==> src/rpm_params.svh <==
`ifndef RPM_PARAMS_SVH
`define RPM_PARAMS_SVH

// register byte offsets
`define RPM_CTRL_OFS 8'h00
`define RPM_STAT_OFS 8'h04
`define RPM_CAUSE_OFS 8'h08
// ctrl fields
`define RPM_CTRL_MON_EN 0
`define RPM_CTRL_SWRST 1
// reset values of the cpu state
`define RPM_PC_RST 10'h000
`define RPM_SP_RST 1'b0
`define RPM_DP_RST 8'h00
`define RPM_TMR_RST 10'h000
`define RPM_KEYOUT_RST 8'hff
`define RPM_KEYIN_LOW_RST 4'hf
`define RPM_CTL_LOW_RST 8'h03
`define RPM_CTL_HIGH_RST 8'h26
// timing
`define RPM_CLK_HZ 25000000
`define RPM_STAB_MIN_FX 246
`define RPM_STAB_MAX_FX 694
`define RPM_MON_DIP_US 1000
`define RPM_MON_DIP_CYC ((`RPM_MON_DIP_US * (`RPM_CLK_HZ / 1000000)))

`endif

==> src/rpm_pkg.sv <==
package rpm_pkg;
    typedef enum logic [1:0] {
        RPM_HOLD = 2'b00,
        RPM_WAIT = 2'b01,
        RPM_RUN = 2'b11
    } rpm_state_type;

    typedef struct packed {
        logic halt_bad;
        logic rotate_zero;
        logic stack_ovf;
        logic stack_unf;
    } rpm_int_src_type;

    typedef struct packed {
        logic [9:0] program_counter;
        logic stack_pointer;
        logic [7:0] data_pointer;
        logic flag;
        logic carry_bit;
        logic [9:0] timer;
        logic [7:0] key_output_latch;
        logic [3:0] key_input_low;
        logic [7:0] control_reg_low;
        logic [7:0] control_reg_high;
    } rpm_cpu_init_type;

    typedef struct packed {
        rpm_state_type state;
        logic [15:0] stab_cnt;
        logic [15:0] dip_cnt;
        logic mon_rst;
        logic [4:0] cause;
        logic mon_en;
        logic swrst;
        logic sby_at_rst;
        logic bvalid;
        logic rvalid;
        logic [31:0] rdata;
        logic [1:0] bresp;
        logic [1:0] rresp;
        logic aw_held;
        logic w_held;
        logic [7:0] awaddr;
        logic [31:0] wdata;
    } rpm_state_all_type;
endpackage

==> src/rpm_reset_monitor.sv <==
// Our own choices: the AXI4-Lite interface to the registers and the register offsets.
`timescale 1ns/1ns
`default_nettype none
`include "rpm_params.svh"

module rpm_reset_monitor
    import rpm_pkg::*;
(
    input wire logic aclk,
    input wire logic aresetn,
    input wire logic s_axi_awvalid,
    output logic s_axi_awready,
    input wire logic [7:0] s_axi_awaddr,
    input wire logic s_axi_wvalid,
    output logic s_axi_wready,
    input wire logic [31:0] s_axi_wdata,
    input wire logic [3:0] s_axi_wstrb,
    output logic s_axi_bvalid,
    input wire logic s_axi_bready,
    output logic [1:0] s_axi_bresp,
    input wire logic s_axi_arvalid,
    output logic s_axi_arready,
    input wire logic [7:0] s_axi_araddr,
    output logic s_axi_rvalid,
    input wire logic s_axi_rready,
    output logic [31:0] s_axi_rdata,
    output logic [1:0] s_axi_rresp,
    input wire logic reset_pin_in,
    output logic reset_pin_out,
    output logic reset_pin_oe,
    input wire logic supply_below_trip,
    input wire logic in_standby,
    input wire rpm_int_src_type int_src,
    output logic osc_run,
    output logic osc_in_pin_gnd,
    output logic osc_out_pin_gnd,
    output logic cpu_reset,
    output logic scratch_regs_keep,
    output rpm_cpu_init_type cpu_init
);
    localparam logic [15:0] STAB_CYC = 16'(`RPM_STAB_MIN_FX);
    localparam logic [15:0] DIP_CYC = 16'(`RPM_MON_DIP_CYC);

    rpm_state_all_type st_reg;
    rpm_state_all_type st_next;

    logic int_any;
    logic mon_req;
    logic any_rst;
    logic aw_go;
    logic w_go;
    logic wr_do;
    logic rd_do;
    logic [7:0] wr_addr;
    logic [31:0] wr_data;

    assign int_any = |int_src;
    // monitor gated by its enable, reset pin sampled directly
    assign mon_req = st_reg.mon_en & supply_below_trip;
    assign any_rst = ~reset_pin_in | st_reg.mon_rst | int_any | st_reg.swrst;

    assign aw_go = s_axi_awvalid & ~st_reg.aw_held;
    assign w_go = s_axi_wvalid & ~st_reg.w_held;
    assign wr_do = (st_reg.aw_held | aw_go) & (st_reg.w_held | w_go) & ~st_reg.bvalid;
    assign rd_do = s_axi_arvalid & ~st_reg.rvalid;
    assign wr_addr = aw_go ? s_axi_awaddr : st_reg.awaddr;
    assign wr_data = w_go ? s_axi_wdata : st_reg.wdata;

    always_comb begin
        st_next = st_reg;
        st_next.swrst = 1'b0;
        // dip filter: assert after a full 1 ms below trip, release at once
        if (mon_req) begin
            if (st_reg.dip_cnt >= DIP_CYC - 16'h0001) begin
                st_next.mon_rst = 1'b1;
            end else begin
                st_next.dip_cnt = st_reg.dip_cnt + 16'h0001;
            end
        end else begin
            st_next.dip_cnt = 16'h0000;
            st_next.mon_rst = 1'b0;
        end
        case (st_reg.state)
            RPM_HOLD: begin
                if (!any_rst) begin
                    st_next.state = RPM_WAIT;
                    st_next.stab_cnt = 16'h0000;
                end
            end
            RPM_WAIT: begin
                if (any_rst) begin
                    st_next.state = RPM_HOLD;
                end else if (st_reg.stab_cnt >= STAB_CYC - 16'h0001) begin
                    st_next.state = RPM_RUN;
                end else begin
                    st_next.stab_cnt = st_reg.stab_cnt + 16'h0001;
                end
            end
            RPM_RUN: begin
                if (any_rst) begin
                    st_next.state = RPM_HOLD;
                    st_next.sby_at_rst = in_standby;
                end
            end
            default: st_next.state = RPM_HOLD;
        endcase
        // cause bits: set wins over a clear by write
        if (wr_do && wr_addr == `RPM_CAUSE_OFS && s_axi_wstrb[0]) begin
            st_next.cause = st_reg.cause & ~wr_data[4:0];
        end
        st_next.cause = st_next.cause | {~reset_pin_in, st_reg.mon_rst, int_src.halt_bad,
            int_src.rotate_zero, int_src.stack_ovf | int_src.stack_unf};
        // bus capture
        if (aw_go) begin
            st_next.aw_held = 1'b1;
            st_next.awaddr = s_axi_awaddr;
        end
        if (w_go) begin
            st_next.w_held = 1'b1;
            st_next.wdata = s_axi_wdata;
        end
        if (wr_do) begin
            st_next.aw_held = 1'b0;
            st_next.w_held = 1'b0;
            st_next.bvalid = 1'b1;
            st_next.bresp = 2'b00;
            case (wr_addr)
                `RPM_CTRL_OFS: begin
                    if (s_axi_wstrb[0]) begin
                        st_next.mon_en = wr_data[`RPM_CTRL_MON_EN];
                        st_next.swrst = wr_data[`RPM_CTRL_SWRST];
                    end
                end
                `RPM_CAUSE_OFS: st_next.bresp = 2'b00;
                default: st_next.bresp = 2'b10;
            endcase
        end
        if (st_reg.bvalid && s_axi_bready) begin
            st_next.bvalid = 1'b0;
        end
        if (rd_do) begin
            st_next.rvalid = 1'b1;
            st_next.rresp = 2'b00;
            case (s_axi_araddr)
                `RPM_CTRL_OFS: st_next.rdata = {30'h0, 1'b0, st_reg.mon_en};
                `RPM_STAT_OFS: st_next.rdata = {28'h0, st_reg.sby_at_rst, st_reg.mon_rst,
                    st_reg.state};
                `RPM_CAUSE_OFS: st_next.rdata = {27'h0, st_reg.cause};
                default: begin
                    st_next.rdata = 32'h0;
                    st_next.rresp = 2'b10;
                end
            endcase
        end
        if (st_reg.rvalid && s_axi_rready) begin
            st_next.rvalid = 1'b0;
        end
    end

    always_ff @(posedge aclk) begin
        if (!aresetn) begin
            st_reg <= '0;
            st_reg.mon_en <= 1'b1;
        end else begin
            st_reg <= st_next;
        end
    end

    assign s_axi_awready = ~st_reg.aw_held;
    assign s_axi_wready = ~st_reg.w_held;
    assign s_axi_bvalid = st_reg.bvalid;
    assign s_axi_bresp = st_reg.bresp;
    assign s_axi_arready = ~st_reg.rvalid;
    assign s_axi_rvalid = st_reg.rvalid;
    assign s_axi_rdata = st_reg.rdata;
    assign s_axi_rresp = st_reg.rresp;

    assign reset_pin_out = 1'b0;
    assign reset_pin_oe = st_reg.mon_rst;
    assign cpu_reset = (st_reg.state != RPM_RUN);
    assign osc_run = (st_reg.state != RPM_HOLD);
    assign osc_in_pin_gnd = ~osc_run;
    assign osc_out_pin_gnd = ~osc_run;
    assign scratch_regs_keep = st_reg.sby_at_rst;

    always_comb begin
        cpu_init.program_counter = `RPM_PC_RST;
        cpu_init.stack_pointer = `RPM_SP_RST;
        cpu_init.data_pointer = `RPM_DP_RST;
        cpu_init.flag = 1'b0;
        cpu_init.carry_bit = 1'b0;
        cpu_init.timer = `RPM_TMR_RST;
        cpu_init.key_output_latch = `RPM_KEYOUT_RST;
        cpu_init.key_input_low = `RPM_KEYIN_LOW_RST;
        cpu_init.control_reg_low = `RPM_CTL_LOW_RST;
        cpu_init.control_reg_high = `RPM_CTL_HIGH_RST;
    end
endmodule // rpm_reset_monitor
`default_nettype wire

==> config.mk <==
export PLATFORM = sky130hd
export DESIGN_NAME = rpm_reset_monitor
export DESIGN_NICKNAME = d
export VERILOG_FILES = /design/src/rpm_pkg.sv /design/src/rpm_reset_monitor.sv
export VERILOG_INCLUDE_DIRS = /design/src /design/src/src
export SDC_FILE = /design/constraint.sdc
export NUM_CORES = 1
export LEC_CHECK = 0
export BUFFER_PORTS_ARGS = -buffer_cell sky130_fd_sc_hd__buf_2
export CORE_MARGIN = 2
export CORE_UTILIZATION = 50
export CTS_BUF_LIST = sky130_fd_sc_hd__clkbuf_4 sky130_fd_sc_hd__clkbuf_8 sky130_fd_sc_hd__clkbuf_16
export CTS_CLUSTER_SIZE = 20
export DETAILED_ROUTE_END_ITERATION = 8
export GPL_TIMING_DRIVEN = 0
export HOLD_SLACK_MARGIN = 0.05
export PLACE_DENSITY_LB_ADDON = 0.12
export SKIP_LAST_GASP = 1
export SYNTH_ARGS = -nofsm -noshare
export SYNTH_HDL_FRONTEND = slang
export SYNTH_SLANG_ARGS = --single-unit
==> constraint.sdc <==
create_clock -name aclk -period 5.35 [get_ports aclk]
set_input_delay 0.8025 -clock aclk [delete_from_list [all_inputs] [get_ports aclk]]
set_output_delay 0.8025 -clock aclk [all_outputs]
set_load 0.02 [all_outputs]
==> results.yml <==
die:
  core_region_area_sq_um: 7137
  die_y_um: 89.38
  initial_utilization_pct: 51.07
  io-pin-count: 173
  die_area_sq_um: 7989
  rows: 31
  fp.dieW_um: 89.38
clock_tree:
  clkSinkCount: 67
  cts-hold-fix-buffers: 0
  cts-root-buf: "clkbuf_8"
  clk_latency_ps: 350
  clk_pin_slew_ps: 70
  cts_tree: "done"
  cts_resized: 0
  cts_setup_buffers: 0
  clock_path_buffers: 2
  numCtsBuffers: 9
  htreeDepth: 3
placement:
  numPortBuffers: 52
  gp_congestion: 0.8212
  dp_hpwl_um: 5800
sta:
  hold_viol: 0
  worst_slew_pin_slew_ps: 628.6
  clock.fmax_mhz: 420.6
  fin_crit_sh_pct: 44.45
  finalMaxSlewViolations: 0
  slew_headroom_pct: 57.77
  setup_viol_count_final: 0
  period_needed_ps: 2378
  skew_ps: 4.470
  setup_tns_ps: 0
  grt_setup_unrepaired: "no"
layout:
  nets: 664
  antenna_cells: 0
  syn2layout_area_growth_pct: 25.71
  fill_cells: 670
  drive_gt1_share_pct: 29.55
  largest_reg_flops: 56
  final_util_pct: 64.20
detailed_routing:
  vias: 3121
  first_pass_iters: 4
  viasPerCell: 4.471
  avgRoutedWirePerCell_um: 10.67
  drc_errors: 0
  drt_wl_total_um: 7450
  drtAntennaViolNets: 0
  drtIter0Drc: 89
synthesis:
  synth.cells.most_frequent: "buf_4, dfxtp_1, nand2_1"
  synthFlopType: "dfxtp_1"
  synth_area_leaders: "dfxtp_1, buf_4, a21oi_1"
  synth.distinct_cells: 44
  ys_seq_area_share_pct: 36.80
  synthCells: 444
  synth.top_cell.area_share_pct: 36.80
  yosysWarnings: 0
  syn_area_sq_um: 3645
  synthMostInstantiatedCell: "buf_4"
  ys_async_sr_fraction_pct: 0
  synth_edf_count: 0
  syn_area_per_cell_sq_um: 8.209
  synth_area_leader_cell: "dfxtp_1"
  ys_ff_latch: 67
global_routing:
  grt_max_degree: 13
  overflow: 0
  grtUsageMet1_pct: 22.28
  first_global_vias: 2715
  met2_usage_pct: 32.59
  grt_antenna_before_repair: 0
  grt_first_pass_wirelength_um: 11740
  grt_use_met3_pct: 6.187
  grt-busiest-layer: "met2"
  grt.total_usage_pct: 18.89
power:
  ir_drop_uv: 173.5
  power_mw: 1.182
  p_leak_nw: 2.182
  power_density_nw_per_um2: 258.0
worst_setup_path:
  max_stage_delay_ps: 390
  worstPathRequired_ps: 4550
  crit_path_end_kind: "output port"
  cp_max_fo: 10
  r2r_slack_ps: 3310
  cp_slowest_cell: "or2_2"
  cp-start-kind: "flip-flop"
  critical_path_class: "reg2out"
  cp.arrival_ps: 1580
  path_cells: "clkbuf_1 > or2_2 > inv_1 > buf_4 > buf_2"
flow_run:
  cap_violations: 0
status:
  status: "complete, no violations"
min_path:
  holdCritPathClass: "reg2reg"
## worst max-delay path, delay by kind of cell, from the launching register on
family | cells | cell delay, ps
flops | 1 | 300
buf+inv | 4 | 540
simple gates | 1 | 390
## logic make-up after synthesis
| logic type | synth area share (%) |
|---|---|
| buffers and inverters | 22.55 |
| and+or+nand+nor | 23.17 |
| other | 0.2061 |
| xor gates and xnor gates | 0.7210 |
| DFF | 36.80 |
| AOI/OAI and AO/OA | 12.36 |
| muxes | 2.815 |
| adders and majority gates | 1.373 |
## through the flow
| step | area, sq um | worst slack [ps] | hold slack (ps) | instances |
|---|---|---|---|---|
| after floorplan | 3971 | 3098 | 417.9 | 531 |
| after global placement | 4355 | 2846 | 431.0 | 682 |
| after detailed placement | 4355 | 2840 | 438.9 | 682 |
| after CTS | 4582 | 2961 | 454.6 | 698 |
| after global routing | 4582 | 2891 | 470.9 | 698 |
| final | 4582 | 2972 | 448.0 | 698 |
## power breakdown
group,switching [mW],internal (mW)
Clock,0.194,0.275
Combinational,0.115,0.0790
Sequential,0.00758,0.513
Total,0.316,0.866
## placed cells by master, fill, tap and decap left out, drive strengths merged, types with 2 or more instances in the layout
cell type	instances
o2111ai	2
buf	149
and3	7
nor2	35
nand2	38
nand3	17
inv	11
clkbuf	23
nor4	3
dfxtp	67
and2	12
o31ai	4
clkinv	3
o21ai	18
clkinvlp	2
mux2i	8
mux2	2
nand2b	2
a22oi	3
a211oi	3
nor3	15
or4	11
conb	89
or3	5
nand4	4
ha	4
bufinv	2
nor2b	7
a21oi	32
o211ai	6
xnor2	3
a31oi	2
## final cells by class
cell class | count | area [sq um] | area share [%]
Multi-Input combinational cell | 342 | 1808 | 39.46
Timing Repair Buffer | 52 | 260.3 | 5.680
Clock inverter | 6 | 88.84 | 1.939
Tap cell | 99 | 123.9 | 2.703
Sequential cell | 67 | 1341 | 29.27
Inverter | 12 | 45.04 | 0.9831
Clock buffer | 10 | 137.6 | 3.004
Buffer | 110 | 777.0 | 16.96
## worst paths after layout
check                                  from         endpoint  depth (start not counted)
worst min register to register  st_reg[112]      st_reg[112]                          2
worst max-delay path            st_reg[121]  osc_out_pin_gnd                          5
worst min-delay path            st_reg[112]      st_reg[112]                          2
worst max register to register   st_reg[89]      st_reg[100]                          7
## layer usage
metal | up-vias | share of wire (%)
met3 | 5 | 6.9
met5 | - | 0
met2 | 84 | 50
met4 | 0 | 0.67
met1 | 1387 | 43
li1 | 1645 | -
Power figures use the tool's default switching activity.
